==> src/include/plsu_defs.svh <==
// constants for the programmable logic slice unit
`ifndef PLSU_DEFS_SVH
`define PLSU_DEFS_SVH
`define PLSU_TABLE_INPUTS 4
`define PLSU_TABLE_DEPTH  16
`define PLSU_NUM_TABLES   8
`define PLSU_NUM_SLICES   4
`define PLSU_REG_SLICES   3
`define PLSU_RAM_TABLES   4
`define PLSU_REG_BITS     2
`endif

==> src/include/plsu_pkg.sv <==
// types for the programmable logic slice unit
package plsu_pkg;
  typedef enum logic [3:0] {
    PLSU_MODE_LOGIC  = 4'h1,
    PLSU_MODE_RIPPLE = 4'h2,
    PLSU_MODE_RAM    = 4'h4,
    PLSU_MODE_ROM    = 4'h8
  } plsu_mode_t;
  typedef enum logic [5:0] {
    PLSU_ARITH_ADD    = 6'h01,
    PLSU_ARITH_SUB    = 6'h02,
    PLSU_ARITH_ADDSUB = 6'h04,
    PLSU_ARITH_MULT   = 6'h08,
    PLSU_ARITH_MSUP   = 6'h10,
    PLSU_ARITH_CMP    = 6'h20
  } plsu_arith_t;
  typedef enum logic [3:0] {
    PLSU_COUNT_NONE   = 4'h1,
    PLSU_COUNT_UP     = 4'h2,
    PLSU_COUNT_DOWN   = 4'h4,
    PLSU_COUNT_UPDOWN = 4'h8
  } plsu_count_t;
endpackage

==> src/rtl/plsu_logic_ram_unit.sv <==
// four-slice logic_ram_unit: tables, ripple arithmetic, lutram, rom
//
// Summary of operation
// - four modes per unit: logic, ripple arithmetic, distributed ram, rom
// - each four_input_table returns its programmed bit for 16 indices
// - two tables of a slice merge into one five_input_table
// - six, seven and eight_input_table chain slices; eight needs a neighbour
// - ripple slice adds, subtracts, or adds/subtracts under dynamic control
// - ripple slice counts up, down or both, with asynchronous clear
// - ripple up/down counter preloads synchronously on the clock edge
// - ripple slice reports a>=b, a!=b and a<=b
// - ripple slice gives multiplier building block and multiplier support
// - fast carry: each slice yields carry generate and carry propagate
// - ram mode: slices 0 and 1 tables form a 16x4 single_port_lutram
// - slice 2 supplies ram address and write control
// - pseudo_dual_lutram: slice 0 read-write, slice 1 read-only port
// - table contents load configured values before user operation
// - slice registers set or reset to configured state entering user mode
// - slice 3 has no registers; unselected control input reads as one
`timescale 1ns/1ns
`include "plsu_defs.svh"

module plsu_logic_ram_unit #(
  parameter int TABLE_INPUTS = `PLSU_TABLE_INPUTS
) (
  // clock and reset
  input  logic                 clock,
  input  logic                 reset,
  // configuration
  input  plsu_pkg::plsu_mode_t  cfg_mode,
  input  plsu_pkg::plsu_arith_t cfg_arith,
  input  plsu_pkg::plsu_count_t cfg_count,
  input  logic                 cfg_pseudo_dual,
  input  logic [127:0]         cfg_table,
  input  logic [5:0]           cfg_reg_init,
  input  logic [2:0]           cfg_ce_sel,
  // table inputs
  input  logic [31:0]          table_index,
  input  logic [3:0]           mux_sel,
  input  logic [1:0]           sel6,
  input  logic                 sel7,
  input  logic                 sel8,
  input  logic                 cascade_in,
  // ripple controls
  input  logic                 carry_in,
  input  logic                 add_not_sub,
  input  logic                 count_up,
  input  logic                 count_load,
  input  logic                 count_clear,
  input  logic [2:0]           slice_ce,
  // lutram write side
  input  logic                 ram_we,
  input  logic [3:0]           ram_wdata,
  // table results
  output logic [7:0]           table_out,
  output logic [3:0]           five_out,
  output logic [1:0]           six_out,
  output logic                 seven_out,
  output logic                 eight_out,
  // ripple results
  output logic [7:0]           sum,
  output logic                 carry_out,
  output logic [3:0]           carry_gen,
  output logic [3:0]           carry_prop,
  output logic [3:0]           cmp_ge,
  output logic [3:0]           cmp_ne,
  output logic [3:0]           cmp_le,
  // slice registers
  output logic [5:0]           reg_q
);

  ////////////////////////////////////////////////////////////////////////////
  // parameter check and common decode

  if (TABLE_INPUTS != `PLSU_TABLE_INPUTS)
  begin : g_bad_param
    $error("only four-input tables are supported");
  end

  function automatic logic table_read(input logic [15:0] cells,
                                      input logic [3:0]  idx);
    table_read = cells[idx];
  endfunction

  localparam int NT = `PLSU_NUM_TABLES;
  localparam int TD = `PLSU_TABLE_DEPTH;
  localparam int RB = `PLSU_REG_BITS;

  logic         is_ripple;
  logic         is_ram;
  logic [2:0]   ce_eff;
  logic [3:0]   ram_waddr;
  logic [3:0]   ram_raddr;
  logic         ram_write;
  logic         clear_async;
  logic [127:0] table_contents;
  logic [4:0]   chain;

  assign is_ripple = (cfg_mode == plsu_pkg::PLSU_MODE_RIPPLE);
  assign is_ram    = (cfg_mode == plsu_pkg::PLSU_MODE_RAM);
  assign ce_eff    = ~cfg_ce_sel | slice_ce;
  assign ram_waddr = table_index[19:16];
  assign ram_raddr = table_index[11:8];
  // rom and logic modes never reach the write term
  assign ram_write = is_ram && ram_we && ce_eff[2];
  // clear is gated by static configuration only, so it cannot glitch
  assign clear_async = count_clear && is_ripple &&
                       (cfg_count != plsu_pkg::PLSU_COUNT_NONE);

  ////////////////////////////////////////////////////////////////////////////
  // table storage and read

  for (genvar t = 0; t < NT; t++)
  begin : g_table
    logic [15:0] cells;
    logic [3:0]  idx;
    logic        wbit;
    logic        wen;

    if (t < `PLSU_RAM_TABLES)
    begin : g_wr
      // pseudo dual mirrors port bits into slice 1 for the read-only port
      assign wbit = (cfg_pseudo_dual && t >= 2) ? ram_wdata[t%2]
                                                : ram_wdata[t];
      assign wen  = ram_write;
      assign idx  = !is_ram ? table_index[t*4 +: 4] :
                    (cfg_pseudo_dual && t >= 2) ? ram_raddr
                                                : ram_waddr;
    end
    else
    begin : g_ro
      assign wbit = 1'b0;
      assign wen  = 1'b0;
      assign idx  = table_index[t*4 +: 4];
    end

    always_ff @(posedge clock)
    begin
      if (reset)
        cells <= cfg_table[t*TD +: TD];
      else if (wen)
        cells[ram_waddr] <= wbit;
    end

    assign table_contents[t*TD +: TD] = cells;
    assign table_out[t] = table_read(cells, idx);
  end

  ////////////////////////////////////////////////////////////////////////////
  // wide functions

  for (genvar s = 0; s < `PLSU_NUM_SLICES; s++)
  begin : g_five
    assign five_out[s] = mux_sel[s] ? table_out[2*s+1]
                                    : table_out[2*s];
  end

  assign six_out[0] = sel6[0] ? five_out[1] : five_out[0];
  assign six_out[1] = sel6[1] ? five_out[3] : five_out[2];
  assign seven_out  = sel7 ? six_out[1] : six_out[0];
  // the eighth input needs the seven-input half of a neighbouring unit
  assign eight_out  = sel8 ? cascade_in : seven_out;

  ////////////////////////////////////////////////////////////////////////////
  // ripple arithmetic, one 2-bit cell per slice

  assign chain[0]  = carry_in;
  assign carry_out = chain[4];

  for (genvar s = 0; s < `PLSU_NUM_SLICES; s++)
  begin : g_arith
    logic [1:0] op_a;
    logic [1:0] op_b;
    logic [1:0] pp;
    logic [1:0] x;
    logic [1:0] y;
    logic [2:0] total;
    logic [1:0] g;
    logic [1:0] p;

    assign op_a = table_index[s*8 +: 2];
    assign op_b = table_index[s*8+4 +: 2];
    assign pp   = op_a & {2{mux_sel[s]}};

    always_comb
    begin
      x = op_a;
      y = op_b;
      unique case (cfg_arith)
        plsu_pkg::PLSU_ARITH_ADD:    y = op_b;
        plsu_pkg::PLSU_ARITH_SUB:    y = ~op_b;
        plsu_pkg::PLSU_ARITH_ADDSUB: y = add_not_sub ? op_b : ~op_b;
        plsu_pkg::PLSU_ARITH_MULT:
        begin
          x = op_b;
          y = pp;
        end
        plsu_pkg::PLSU_ARITH_MSUP:
        begin
          x = pp;
          y = 2'h0;
        end
        plsu_pkg::PLSU_ARITH_CMP:    y = ~op_b;
        default:                     y = op_b;
      endcase
    end

    assign total = {1'b0, x} + {1'b0, y} + {2'h0, chain[s]};
    assign sum[s*2 +: 2] = total[1:0];
    assign chain[s+1]    = total[2];
    assign g = x & y;
    assign p = x ^ y;
    assign carry_gen[s]  = g[1] | (p[1] & g[0]);
    assign carry_prop[s] = p[1] & p[0];
    assign cmp_ge[s] = (op_a >= op_b);
    assign cmp_le[s] = (op_a <= op_b);
    assign cmp_ne[s] = (op_a != op_b);
  end

  ////////////////////////////////////////////////////////////////////////////
  // slice registers, slices 0 to 2 only

  for (genvar s = 0; s < `PLSU_REG_SLICES; s++)
  begin : g_reg
    logic [1:0] q;
    logic [1:0] next_q;
    logic [1:0] load_val;
    logic       counting;

    assign load_val = table_index[s*8 +: 2];
    assign counting = is_ripple &&
                      (cfg_count != plsu_pkg::PLSU_COUNT_NONE);

    always_comb
    begin
      next_q = q;
      if (counting && count_load)
        next_q = load_val;
      else if (counting)
      begin
        unique case (cfg_count)
          plsu_pkg::PLSU_COUNT_UP:     next_q = q + 2'h1;
          plsu_pkg::PLSU_COUNT_DOWN:   next_q = q - 2'h1;
          plsu_pkg::PLSU_COUNT_UPDOWN:
            next_q = count_up ? q + 2'h1 : q - 2'h1;
          default:                     next_q = q;
        endcase
      end
      else if (is_ripple)
        next_q = sum[s*2 +: 2];
      else
        next_q = {table_out[2*s+1], table_out[2*s]};
    end

    always_ff @(posedge clock or posedge clear_async)
    begin
      if (clear_async)
        q <= 2'h0;
      else if (reset)
        q <= cfg_reg_init[s*RB +: RB];
      else if (ce_eff[s])
        q <= next_q;
    end

    assign reg_q[s*RB +: RB] = q;
  end

  ////////////////////////////////////////////////////////////////////////////
  // checks

  AST_ROM_NO_WRITE: assert property (
    @(posedge clock) disable iff (reset)
    (cfg_mode == plsu_pkg::PLSU_MODE_ROM) && ram_we
      |=> $stable(table_contents))
    else $error("rom contents changed");

  AST_RAM_WRITE: assert property (
    @(posedge clock) disable iff (reset)
    ram_write |=> table_contents[$past(ram_waddr)] == $past(ram_wdata[0]))
    else $error("lutram write lost");

  AST_SPR_READ: assert property (
    @(posedge clock) disable iff (reset)
    is_ram && !cfg_pseudo_dual
      |-> table_out[3:0] == {table_contents[48 + ram_waddr],
                             table_contents[32 + ram_waddr],
                             table_contents[16 + ram_waddr],
                             table_contents[ram_waddr]})
    else $error("single port read wrong");

  AST_PSEUDO_DUAL_LUTRAM_MIRROR: assert property (
    @(posedge clock) disable iff (reset)
    ram_write && cfg_pseudo_dual
      |=> table_contents[32 + $past(ram_waddr)] == $past(ram_wdata[0]))
    else $error("read-only port not mirrored");

  AST_INIT_TABLE: assert property (
    @(posedge clock) disable iff (reset)
    $fell(reset) |-> table_contents == $past(cfg_table))
    else $error("table not initialised");

  AST_REG_INIT: assert property (
    @(posedge clock) disable iff (reset)
    $fell(reset) && !clear_async |-> reg_q == $past(cfg_reg_init))
    else $error("register init state wrong");

  AST_CE_DEFAULT: assert property (
    @(posedge clock) disable iff (reset)
    !cfg_ce_sel[0] && (cfg_mode == plsu_pkg::PLSU_MODE_LOGIC)
      ##1 !clear_async
      |-> reg_q[1:0] == $past(table_out[1:0]))
    else $error("unselected enable not one");

  AST_COUNT_UP: assert property (
    @(posedge clock) disable iff (reset)
    is_ripple && cfg_count == plsu_pkg::PLSU_COUNT_UP && ce_eff[0] &&
    !count_load && !clear_async ##1 !clear_async
      |-> reg_q[1:0] == $past(reg_q[1:0]) + 2'h1)
    else $error("up count wrong");

  AST_PRELOAD: assert property (
    @(posedge clock) disable iff (reset)
    is_ripple && cfg_count != plsu_pkg::PLSU_COUNT_NONE && count_load &&
    ce_eff[0] && !clear_async ##1 !clear_async
      |-> reg_q[1:0] == $past(table_index[1:0]))
    else $error("preload missed");

  AST_CMP_TIE: assert property (
    @(posedge clock) disable iff (reset)
    (cfg_arith == plsu_pkg::PLSU_ARITH_CMP) && carry_in
      |-> cmp_ge[0] == chain[1])
    else $error("compare flags inconsistent");

  AST_FAST_CARRY: assert property (
    @(posedge clock) disable iff (reset)
    (&carry_prop) |-> carry_out == carry_in)
    else $error("carry propagate wrong");

  AST_FIVE_SEL: assert property (
    @(posedge clock) disable iff (reset)
    mux_sel[1] |-> five_out[1] == table_out[3])
    else $error("five input select wrong");

  COV_PSEUDO_DUAL_LUTRAM_WRITE: cover property (
    @(posedge clock) disable iff (reset)
    ram_write && cfg_pseudo_dual ##1 ram_write);

  COV_COUNT_WRAP: cover property (
    @(posedge clock) disable iff (reset)
    is_ripple && reg_q[1:0] == 2'h3 ##1 reg_q[1:0] == 2'h0);

  COV_EIGHT_CASCADE: cover property (
    @(posedge clock) disable iff (reset)
    sel8 && cascade_in && eight_out);

endmodule // plsu_logic_ram_unit

==> config.mk <==
export PLATFORM = sky130hd
export DESIGN_NAME = plsu_logic_ram_unit
export DESIGN_NICKNAME = d
export VERILOG_FILES = /design/src/include/plsu_pkg.sv /design/src/rtl/plsu_logic_ram_unit.sv
export VERILOG_INCLUDE_DIRS = /design/src /design/src/include
export SDC_FILE = /design/constraint.sdc
export NUM_CORES = 1
export LEC_CHECK = 0
export BUFFER_PORTS_ARGS = -buffer_cell sky130_fd_sc_hd__buf_2
export CAP_MARGIN = 10
export CORE_ASPECT_RATIO = 0.7
export CORE_MARGIN = 4
export CORE_UTILIZATION = 47
export CTS_BUF_LIST = sky130_fd_sc_hd__clkbuf_8 sky130_fd_sc_hd__clkbuf_16
export DETAILED_ROUTE_END_ITERATION = 6
export PLACE_DENSITY = 0.79
export REMOVE_ABC_BUFFERS = 1
export SLEW_MARGIN = 20
export SYNTH_ARGS = -nofsm -noshare
export SYNTH_HDL_FRONTEND = slang
export SYNTH_SLANG_ARGS = --single-unit
==> constraint.sdc <==
create_clock -name clock -period 7.71 [get_ports clock]
set_input_delay 1.542 -clock clock [delete_from_list [all_inputs] [get_ports clock]]
set_output_delay 1.542 -clock clock [all_outputs]
set_load 0.01 [all_outputs]
== After elaboration in Yosys (flattened, before gate mapping) ==
Cells that the tools add are included.
Widths: inputs -> output; s select.
Storage, ports and cells
  register bits after elaboration: 134
  latch bits: 0
  RAM bits: 0
  memory bits (read-only): 0
  input port bits: 208
  output and inout port bits: 51
  word-level logic and storage cells: 181
  memories: 0
Cells by class
  add/subtract/negate cells: 14
  multiply operators: 0
  div/mod/pow operators: 0
  $lt $le $gt $ge: 17
  equality and inequality tests: 16
  shift operators: 0
  multiplexer cells: 78
  bitwise operators: 30
  reduce and logical (&&, ||, !) cells: 15
Operator list (number)
  $mux 16: 8
  $bwmux 16: 4
  $mux 2: 22
  $lt 4x5->1 const B: 8
  $bmux 1 s4: 8
  $pmux 2 s4: 4
  $mux 4: 5
  $mux 1: 19
  $pmux 2 s3: 3
  $and 2x2->2: 8
  $pmux 2 s2: 4
  $add 2x2->3: 4
  $add 3x1->3: 4
  $and 1x1->1: 8
  $eq 4x2->1 const B: 2
  $eq 4x3->1 const B: 2
  $ge 2x2->1: 4
  $le 2x2->1: 4
  $ne 2x2->1: 4
  $not 2->2: 4
  $reduce_bool 2->1: 4
  $xor 2x2->2: 4
  $logic_and 1x1->1: 7
  $add 2x1->2 const B: 3
  16 further kinds: 23

== Depth between registers and ports, before layout ==
Gate-level depths: netlist (run 1).
  depth in word-level cells: 12
  depth in mapped cells: 17
  mapped depth without buffers: 16

== Worst setup path before layout (run 1) ==
Ideal clock, no wire load.
  kind: input -> output
  start: input cfg_arith[5]
  end: output sum[7]
  arrival: 6.246 ns
  data required time: 6.168 ns
  path slack: -0.078 ns
  cell stages on the path: 17
  path buffers: 1
  path through: clkbuf_1 > nor3_1 > nand2_1 > nor3_1 > a31oi_1 > a41o_1 > a22o_1 > fa_1 > fa_1 > fa_1 > fa_1 > fa_1 > fa_1 > fa_1 > inv_1 > fa_1 > inv_1
On the way
  cells in the longest elaborated chain, start to end: 8
  elaborated cells on any way between the ends: 22
  those cells by class: 8 x add/sub; 5 x eq/ne; 8 x mux; 1 x reduce/logical
RTL lines
  from (decl): RTL line plsu_logic_ram_unit.sv:31  | input plsu_pkg::plsu_arith_t cfg_arith,
  $eq 6x6->1 / $eq 6x2->1 (equally long branches): RTL line plsu_logic_ram_unit.sv:189  | unique case (cfg_arith)
  $reduce_or 2->1 (no source line)
  $pmux 2 s4: RTL line plsu_logic_ram_unit.sv:189
  $add 2x2->3: RTL line plsu_logic_ram_unit.sv:208  | assign total = {1'b0, x} + {1'b0, y} + {2'h0, chain[s]};
  $add 3x1->3 (3 in series): RTL line plsu_logic_ram_unit.sv:208
  $add 3x1->3 *: RTL line plsu_logic_ram_unit.sv:208
  to (decl): RTL line plsu_logic_ram_unit.sv:61  | output logic [7:0] sum,
Mark *: on every way between the ends. The rest lies on a longest branch, timed or not.

== Final worst setup path (run 1) ==
  start: input cfg_arith[2]
  end: output sum[7]
The elaborated chain is that of the path after synthesis.

==> results of run 1 <==
[how the worst max path moves through the flow]
stage	end
floorplan	sum[7]
global placement	sum[7]
detailed placement	sum[7]
CTS	sum[7]
global route	sum[7]
finish	sum[7]
[layout make-up]
cell class / instances / area [sq um] / area share
tap: 225 / 282 / 0.0276
sequential: 134 / 3990 / 0.392
clock inverter: 15 / 165 / 0.0162
timing repair buffer: 278 / 1440 / 0.142
clock buffer: 17 / 425 / 0.0418
multi-input combinational: 461 / 3790 / 0.372
inverter: 23 / 86.3 / 0.00848
[cells by family after synthesis]
group,after synthesis,share of synthesized area
compound gates,203,0.188
xor+xnor,8,0.00874
fa+ha+maj,24,0.0450
buf+inv,66,0.0322
flops,134,0.498
mux,74,0.135
simple gates,152,0.0924
[metal layers]
| metal | vias up | global-route usage |
|---|---|---|
| met1 | 3347 | 0.378 |
| met2 | 480 | 0.391 |
| li1 | 3133 | - |
| met5 | - | 0 |
| met3 | 53 | 0.100 |
| met4 | 0 | 0.0715 |
[power groups by stage]
stage / clock network (uW) / logic, uW / registers, uW
6_report: 810 / 432 / 893
5_1_grt: 854 / 467 / 898
4_1_cts: 813 / 426 / 893
2_1_floorplan: 0 / 215 / 897
3_5_place_dp: 0 / 424 / 907
3_3_place_gp: 0 / 417 / 904
[cell usage in the layout, fill, tap and decap left out, types with 17 or more instances in the layout]
master,netlist,layout
buf_2,2,257
edfxtp_1,128,128
a22o_1,66,66
nand2_1,51,51
nor2_1,37,37
mux2i_1,35,35
o21ai_0,34,34
mux4_2,25,25
inv_1,23,23
buf_4,0,21
a21oi_1,17,17
clkbuf_16,0,17
[worst max-delay path: cells and delay by family]
family          cells  cell delay, ns
compound gates      3            0.58
fa+ha+maj           8            3.01
buf+inv             4            0.41
simple gates        3            0.54
[stage by stage]
step / total power [uW] / instances
5_1_grt: 2220 / 1153
4_1_cts: 2130 / 1151
6_report: 2140 / 1153
3_5_place_dp: 1330 / 1119
3_3_place_gp: 1320 / 1119
2_1_floorplan: 1110 / 618
[state kept, by name, indices dropped and copies added (netlist names)]
name,flops
g.q,6
g_table.cells,128
[what timing repair did]
item                       in CTS  in global routing
setup buffers                   0                  2
hold buffers                    0                  0
hold endpoints to repair        0                  0
resized for setup               0                  5
setup endpoints to repair       0                  1
==> summary.md, run 1 <==
| Metric | Value |
|---|---|
| Status | `completed` |
| Worst Path Required | `6.17 ns` |
| Hold slack | `0.558 ns` |
| Syn Area/Cell | `approximately 12 sq um` |
| Leakage | `about 0.0043 uW` |
| Share of total power in sequential cells | `0.418` |
| Clock Skews | `0.00609 ns` |
| Hold EP | `g_reg[2].q[1]` |
| Post-synth cell types | `54` |
| Nets | `1147` |
| Pint | `1520 uW` |
| Seq cells post-synth | `134` |
| Post-synth EDFFs | `128` |
| Max FO, Critical Path | `7` |
| Fmax | `about 130 MHz` |
| Syn-to-layout area delta | `27.1%` |
| Slowest CP cell | `fa_1` |
| Max incr delay on CP | `0.41 ns` |
| DRC errors left | `0` |
| Setup CP Type | `primary input to output pin` |
| Antenna viol nets, final | `0` |
| Cell Chain, Critical Path | `buf_2 > nor3_2 > nand2_1 > nor3_2 > a31oi_2 > a41o_1 > a22o_1 > fa_1 > fa_2 > fa_2 > fa_1 > fa_1 > fa_2 > fa_1 > inv_1 > fa_1 > inv_1 > buf_2` |
| Hold Crit Start | `g_reg[2].q[1]` |
| Min Tclk post-route | `roughly 7.6 ns` |
| Largest net degree at the start of global routing | `69` |
| Startpoint types | `primary input` |
| Switching Fraction | `0.289` |
| GP Congestion | `0.969` |
| Critical Path End Type | `output pin` |
| WP data arrival | `between 6 and 7 ns` |
| Max Slew Vio Count | `0` |
| DRT iter0 DRCs | `878` |
| Row Count | `39` |
| Ys Warns | `0` |
| Setup violators final | `0` |
| NetSw | `617 uW` |
| Cell accounting for the most synthesized area | `edfxtp_1` |
| Final clock period utilization by the worst path | `0.986` |
| Clock root cell | `clkbuf_16` |
| Clk pwr share | `0.379` |
| Fillcell total | `~1300` |
| Total core area | `between 15000 and 20000 sq um` |
| First-pass GRT wire length | `37800 um` |
| MaxCap Viol Count | `0` |
| Overall Global Routing Usage | `0.267` |
| PnR worst setup slack | `0.112 ns` |
| Final hold viol count | `0` |
| CTS tree | `built` |
| Count leader, synth | `edfxtp_1` |
| Wirelength per Cell | `22.7 um` |
| Detail Route met3 WL | `between 3000 and 4000 um` |
| Worst r2r src | `g_table[2].cells[9]` |
| GRT overflow | `0` |
| PwrDens | `~210 nW/um^2` |
| R2R depth | `8` |
| I/O Pins | `259` |
| Port Buf Inserts | `258` |
| Clock Latency Late Sink | `0.43 ns` |
| Final wirelength | `26200 um` |
| Reg clk slew, reported paths | `about 0.060 ns` |
| Syn Std Cell Area | `8020 sq um` |
| Critical register-to-register path endpoint | `g_reg[1].q[0]` |
| Post-synthesis cell count | `661` |
| Vias in the first global route | `about 6600` |
| Die footprint | `19200 sq um` |
| Crit path top cell by count | `fa_1` |
| M1 wire length | `10800 um` |
| Finished Core Util | `0.616` |
| Routed vias | `7013` |
| H-tree levels | `4` |
| Setup TNS | `0 ns` |
| Placed cell areas | `around 9600 sq um` |
| Highest routed layer | `met4` |
| Slew HR | `0.349` |
| TritonCTS buffer count | `17` |
| Avg Vias per Cell | `6.08` |
| Synth top area share | `0.480` |
| Synth cell count leaders | `128 x edfxtp_1, 66 x a22o_1, 51 x nand2_1, 38 x clkbuf_1, 37 x nor2_1` |
| DRT Pass-1 Iters | `6` |
| Pre-CTS setup slack | `0.0330 ns` |
| DIE HEIGHT | `roughly 120 um` |
| Asr flop ratio synth | `0.0448` |
| Worst slew pin tran | `0.976 ns` |
| Internal reg-to-reg setup slack | `5.63 ns` |
| Register area share after synthesis | `0.498` |
| Max rail drop VDD | `0.000195 V` |
| Chip width | `164 um` |
| CTS sink cnt | `between 100 and 150` |
| CTS Buffer Depth | `2` |
| Antenna violations before repair | `0` |
| Hold Crit Class | `flip-flop to flip-flop` |
| Comb power frac | `0.202` |
| Number of diodes | `0` |
| Worst Hold Depth | `2` |
| Main synth FF type | `edfxtp_1` |
| Met2 wire len | `approximately 11000 um` |
| Starting Density | `0.485` |
| DPL Wire Length | `20200 um` |
| CP Launch Point | `cfg_arith[2]` |
| Share of cells above drive strength 1 | `0.385` |
| Post-Layout Inst Area | `around 10000 sq um` |
| Synth area leaders | `edfxtp_1 48%, a22o_1 7.2%, mux4_2 7.0%` |
Power figures use the tool's default switching activity.
==> inputs of run 2 (changes only) <==
- RECOVER_POWER: unset -> 100
- SKIP_CTS_REPAIR_TIMING: unset -> 1
==> run 2 against run 1 <==
The run now ends with capacitance limit, slew limit left. Sequential share of layout area rose by 0.31 points. Combinational power shrank 1%. Sequential power is essentially flat. Count of clock-buffer cells in the layout did not move. Core utilization shrank 0.48 points. Cell count stayed put. Clock skew increased by 0.0013 ns.
==> summary.md, run 2 (synthesized netlist as in run 1, its figures left out) <==
| Metric | Value |
|---|---|
| Reg clk slew, reported paths | `0.06 ns` |
| CP Launch Point | `cfg_arith[2]` |
| Crit path top cell by count | `fa_1` |
| Failing checks | `capacitance limit, slew limit` |
| Tot Pwr | `2130 uW` |
| Slowest CP cell | `fa_1` |
| Internal reg-to-reg setup slack | `between 5 and 6 ns` |
| Largest registers | `g_table.cells x128, g.q x6` |
| Final wirelength | `26100 um` |
| Largest register FFs | `128` |
| Chip width | `~160 um` |
| Worst slew pin tran | `2.79 ns` |
| DRC errors left | `0` |
| Die footprint | `19200 sq um` |
| Vias in the first global route | `6604` |
| Leading cell types in the layout, fill and taps excluded | `221 x buf_2, 128 x edfxtp_1, 66 x a22o_1` |
| DPL Wire Length | `20200 um` |
| I/O Pins | `259` |
| Avg Vias per Cell | `approximately 6` |
| Finished Core Util | `0.611` |
| TritonCTS buffer count | `17` |
| WP data arrival | `6.05 ns` |
| GP Congestion | `0.969` |
| Slew HR | `-0.862` |
| Nets | `around 1100` |
| Final clock period utilization by the worst path | `0.985` |
| Clock root cell | `clkbuf_16` |
| Setup violators final | `0` |
| Min Tclk post-route | `7.60 ns` |
| Clock Skews | `roughly 0.0074 ns` |
| Starting Density | `0.485` |
| Commonest non-fill, non-tap cell in the layout | `buf_2` |
| Hold Crit Class | `flip-flop to flip-flop` |
| Critical register-to-register path endpoint | `g_reg[1].q[0]` |
| Hold Crit Start | `g_reg[2].q[1]` |
| Syn-to-layout area delta | `26.1%` |
| Clock Latency Late Sink | `0.43 ns` |
| Worst r2r src | `g_table[2].cells[9]` |
| Max Slew Vio Count | `186` |
| Max FO, Critical Path | `7` |
| Hold slack | `0.561 ns` |
| Wirelength per Cell | `22.7 um` |
| Startpoint types | `primary input` |
| Max rail drop VDD | `0.000194 V` |
| Critical Path End Type | `output pin` |
| Max incr delay on CP | `0.41 ns` |
| MaxCap Viol Count | `4` |
| Biggest register | `g_table.cells` |
| CTS Buffer Depth | `2` |
| Worst Path Required | `6.17 ns` |
| Antenna viol nets, final | `0` |
| Routed vias | `6990` |
| Number of diodes | `0` |
| H-tree levels | `4` |
| R2R depth | `8` |
| Hold EP | `g_reg[2].q[1]` |
| Status | `complete, but fails checks` |
| Fmax | `132 MHz` |
| Port Buf Inserts | `258` |
| CTS sink cnt | `approximately 130` |
| Share of cells above drive strength 1 | `0.336` |
| DIE HEIGHT | `between 100 and 150 um` |
| PwrDens | `211 nW/um^2` |
| DRT iter0 DRCs | `841` |
| Total core area | `16500 sq um` |
| Row Count | `39` |
| Worst Hold Depth | `2` |
| Cell Chain, Critical Path | `buf_2 > nor3_2 > nand2_1 > nor3_2 > a31oi_2 > a41o_1 > a22o_1 > fa_1 > fa_2 > fa_2 > fa_1 > fa_1 > fa_2 > fa_1 > inv_1 > fa_1 > inv_1 > buf_2` |
| Final hold viol count | `0` |
| Overall Global Routing Usage | `0.267` |
| First-pass GRT wire length | `37800 um` |
| Antenna violations before repair | `0` |
| Leakage | `0.00416 uW` |
| Setup CP Type | `primary input to output pin` |
| GRT overflow | `0` |
| Largest net degree at the start of global routing | `69` |
| DRT Pass-1 Iters | `7` |
| CTS tree | `built` |
-- run 2: cell types whose count changed in the layout (fill, tap and decap cells not counted), sizes merged --
cell,delta
buf,-45
clkbuf,+45
-- run 2: area by class of cell --
| class | instances | area [sq um] |
|---|---|---|
| clock inverters | 15 | 165 |
| well taps | 225 | 282 |
| repair buffers | 278 | 1370 |
| multi-input cells | 461 | 3790 |
| inverters | 23 | 86.3 |
| flip-flops and latches | 134 | 3990 |
| clock buffers | 17 | 425 |
| fillers | 1341 | 6440 |
-- run 2: stage by stage --
step                area [sq um]  setup WS (ns)  instances  TNS (ns)
CTS                        10100         0.0225       1151         0
floorplan                   7840         -0.399        618    -0.527
global route               10100       -0.00924       1153  -0.00924
detailed placement          9560         0.0330       1119         0
global placement            9560          0.137       1119         0
finish                     10100          0.115       1153         0
-- run 2: how the worst max path moves through the flow --
stage,slack [ns],to,depth (start not counted)
floorplan,-0.40,sum[7],16
global placement,0.14,sum[7],18
detailed placement,0.03,sum[7],18
CTS,0.02,sum[7],18
global route,-0.009,sum[7],18
finish,0.11,sum[7],18
-- run 2: critical path: cells and delay by family --
family,cells,cell delay (ns)
adders and majority gates,8,3.01
and+or+nand+nor,3,0.54
buffers and inverters,4,0.41
AOI/OAI and AO/OA,3,0.56
-- run 2: power by group --
| part | internal, uW | total [uW] | switching (uW) |
|---|---|---|---|
| clock | 459 | 810 | 351 |
| combinational | 187 | 426 | 239 |
| sequential | 867 | 894 | 26.6 |
-- run 2: layer usage --
metal	track usage	share of wire
met2	0.391	0.43
met4	0.0715	0.020
met3	0.100	0.13
met1	0.378	0.41
met5	0	0
==> inputs of run 3 (changes only) <==
- CORE_MARGIN: 4 -> unset
==> run 3 against run 2 <==
The flow still finishes with violations (capacitance limit, slew limit). Sequential power about the same. Combinational power shrank 1%. Count of clock-buffer cells in the layout did not move. Register-to-register slack worse by 0.05 ns. Global-route usage up 2.3 points. Critical path depth did not move. Cell count is 0.26% lower. Maximum frequency up 1.4%. Clock power is 0.6% higher. Critical endpoint unchanged. Largest power group unchanged.
==> summary.md, run 3 (synthesized netlist as in run 1, its figures left out) <==
| Metric | Value |
|---|---|
| Setup violators final | `0` |
| GRT overflow | `0` |
| Share of cells above drive strength 1 | `0.325` |
| CTS sink cnt | `134` |
| Final clock period utilization by the worst path | `0.972` |
| Reg clk slew, reported paths | `roughly 0.060 ns` |
| Placed cell areas | `9540 sq um` |
| Setup TNS | `0 ns` |
| WP data arrival | `5.95 ns` |
| R2R depth | `8` |
| Crit path top cell by count | `fa_1` |
| Slowest CP cell | `fa_1` |
| Worst Path Required | `approximately 6.2 ns` |
| Largest net degree at the start of global routing | `84` |
| Antenna viol nets, final | `0` |
| Status | `complete, but fails checks` |
| Chip width | `158 um` |
| DRT iter0 DRCs | `959` |
| Number of diodes | `0` |
| Finished Core Util | `0.611` |
| Nets | `1145` |
| Fmax | `133 MHz` |
| Die footprint | `~18000 sq um` |
| Commonest non-fill, non-tap cell in the layout | `buf_2` |
| Row Count | `39` |
| First-pass GRT wire length | `36900 um` |
| Leakage | `0.00413 uW` |
| I/O Pins | `between 200 and 300` |
| Max rail drop VDD | `0.000146 V` |
| Antenna violations before repair | `0` |
| DRT Pass-1 Iters | `6` |
| Critical Path End Type | `output pin` |
| Cell Chain, Critical Path | `buf_2 > nor3_2 > nand2_1 > nor3_2 > a31oi_1 > a41o_1 > a22o_1 > fa_1 > fa_2 > fa_1 > fa_1 > fa_2 > fa_2 > fa_1 > inv_1 > fa_1 > inv_1 > clkbuf_2` |
| Startpoint types | `primary input` |
| Worst r2r src | `g_table[2].cells[9]` |
| CTS tree | `built` |
| Largest registers | `g_table.cells x128, g.q x6` |
| Total core area | `around 16000 sq um` |
| DIE HEIGHT | `111 um` |
| Hold slack | `approximately 0.53 ns` |
| Overall Global Routing Usage | `0.290` |
| Final wirelength | `25000 um` |
| Internal reg-to-reg setup slack | `5.50 ns` |
| Seq. cell area | `between 3000 and 4000 sq um` |
| Min Tclk post-route | `7.49 ns` |
| Hold Crit Class | `flip-flop to flip-flop` |
| Starting Density | `0.486` |
| TritonCTS buffer count | `17` |
| Avg Vias per Cell | `6.01` |
| Fillcell total | `1373` |
| Worst slew pin tran | `3.64 ns` |
| H-tree levels | `4` |
| Port Buf Inserts | `258` |
| MaxCap Viol Count | `3` |
| Final hold viol count | `0` |
| Critical register-to-register path endpoint | `g_reg[1].q[0]` |
| Unrepaired setup endpoints after global routing | `no` |
| Leading cell types in the layout, fill and taps excluded | `217 x buf_2, 128 x edfxtp_1, 66 x a22o_1` |
| Clock Skews | `0.00841 ns` |
| Max FO, Critical Path | `7` |
| Hold Crit Start | `g_reg[2].q[1]` |
| Biggest register | `g_table.cells` |
| Multi-input logic area | `3780 sq um` |
| Largest register FFs | `128` |
| Syn-to-layout area delta | `25.7%` |
| CP Launch Point | `cfg_arith[2]` |
| Clock Latency Late Sink | `0.43 ns` |
| Wirelength per Cell | `about 22 um` |
| CP bufs+invs | `4` |
| Clock root cell | `clkbuf_16` |
| Max Slew Vio Count | `184` |
| GP Congestion | `0.980` |
| Setup CP Type | `primary input to output pin` |
| Slew HR | `-1.43` |
| Post-Layout Inst Area | `just over 10000 sq um` |
| Max incr delay on CP | `about 0.42 ns` |
| Hold EP | `g_reg[2].q[1]` |
| Failing checks | `capacitance limit, slew limit` |
| CTS Buffer Depth | `2` |
| Routed vias | `roughly 7000` |
| DRC errors left | `0` |
| PwrDens | `212 nW/um^2` |
| CP top delay family | `adder cells` |
| DPL Wire Length | `approximately 19000 um` |
| Vias in the first global route | `6453` |
| Worst Hold Depth | `2` |
[run 3: changes by cell type in the layout (fill, tap and decap cells not counted), moves of 2 or more]
cell / delta
inv_8: -3
mux2_1: +3
buf_4: -4
inv_6: +2
buf_2: -4
mux2_2: -3
clkbuf_2: +2
clkbuf_1: +4
[run 3: worst max path at each step]
stage,cells after the start,end,slack (ns)
finish,18,sum[7],0.22
global route,19,sum[7],0.02
CTS,18,sum[7],0.11
detailed placement,18,sum[7],0.11
global placement,18,sum[7],0.13
floorplan,16,sum[7],-0.40
[run 3: worst min-delay path, cell delays in order (launching register included)]
cell     delay [ns]
dfrtp_1        0.38
nand2_1        0.06
o21ai_0        0.06
[run 3: layout make-up]
type / count / area share
Clock inverter: 14 / 0.0163
Tap cell: 225 / 0.0280
Clock buffer: 17 / 0.0422
Inverter: 23 / 0.00857
Sequential cell: 134 / 0.397
Multi-Input combinational cell: 461 / 0.375
Timing Repair Buffer: 276 / 0.133
[run 3: per-layer routing]
metal	up-vias	GRT usage	wire length, um
met5	-	0	0
met3	45	0.0825	3090
met1	3272	0.426	10600
li1	3133	-	-
met4	0	0.101	526
met2	460	0.408	10800
[run 3: where the power goes]
group | internal [uW] | switching, uW | total [uW]
Clock | 482 | 333 | 815
Sequential | 868 | 27.0 | 895
Combinational | 183 | 238 | 421
Total | 1530 | 598 | 2130
[run 3: per-stage QoR]
step / total power [uW] / setup slack, ns / cells
6_report: 2130 / 0.219 / 1150
5_1_grt: 2200 / 0.0186 / 1150
4_1_cts: 2140 / 0.108 / 1148
3_5_place_dp: 1330 / 0.111 / 1117
3_3_place_gp: 1320 / 0.129 / 1117
2_1_floorplan: 1110 / -0.399 / 618
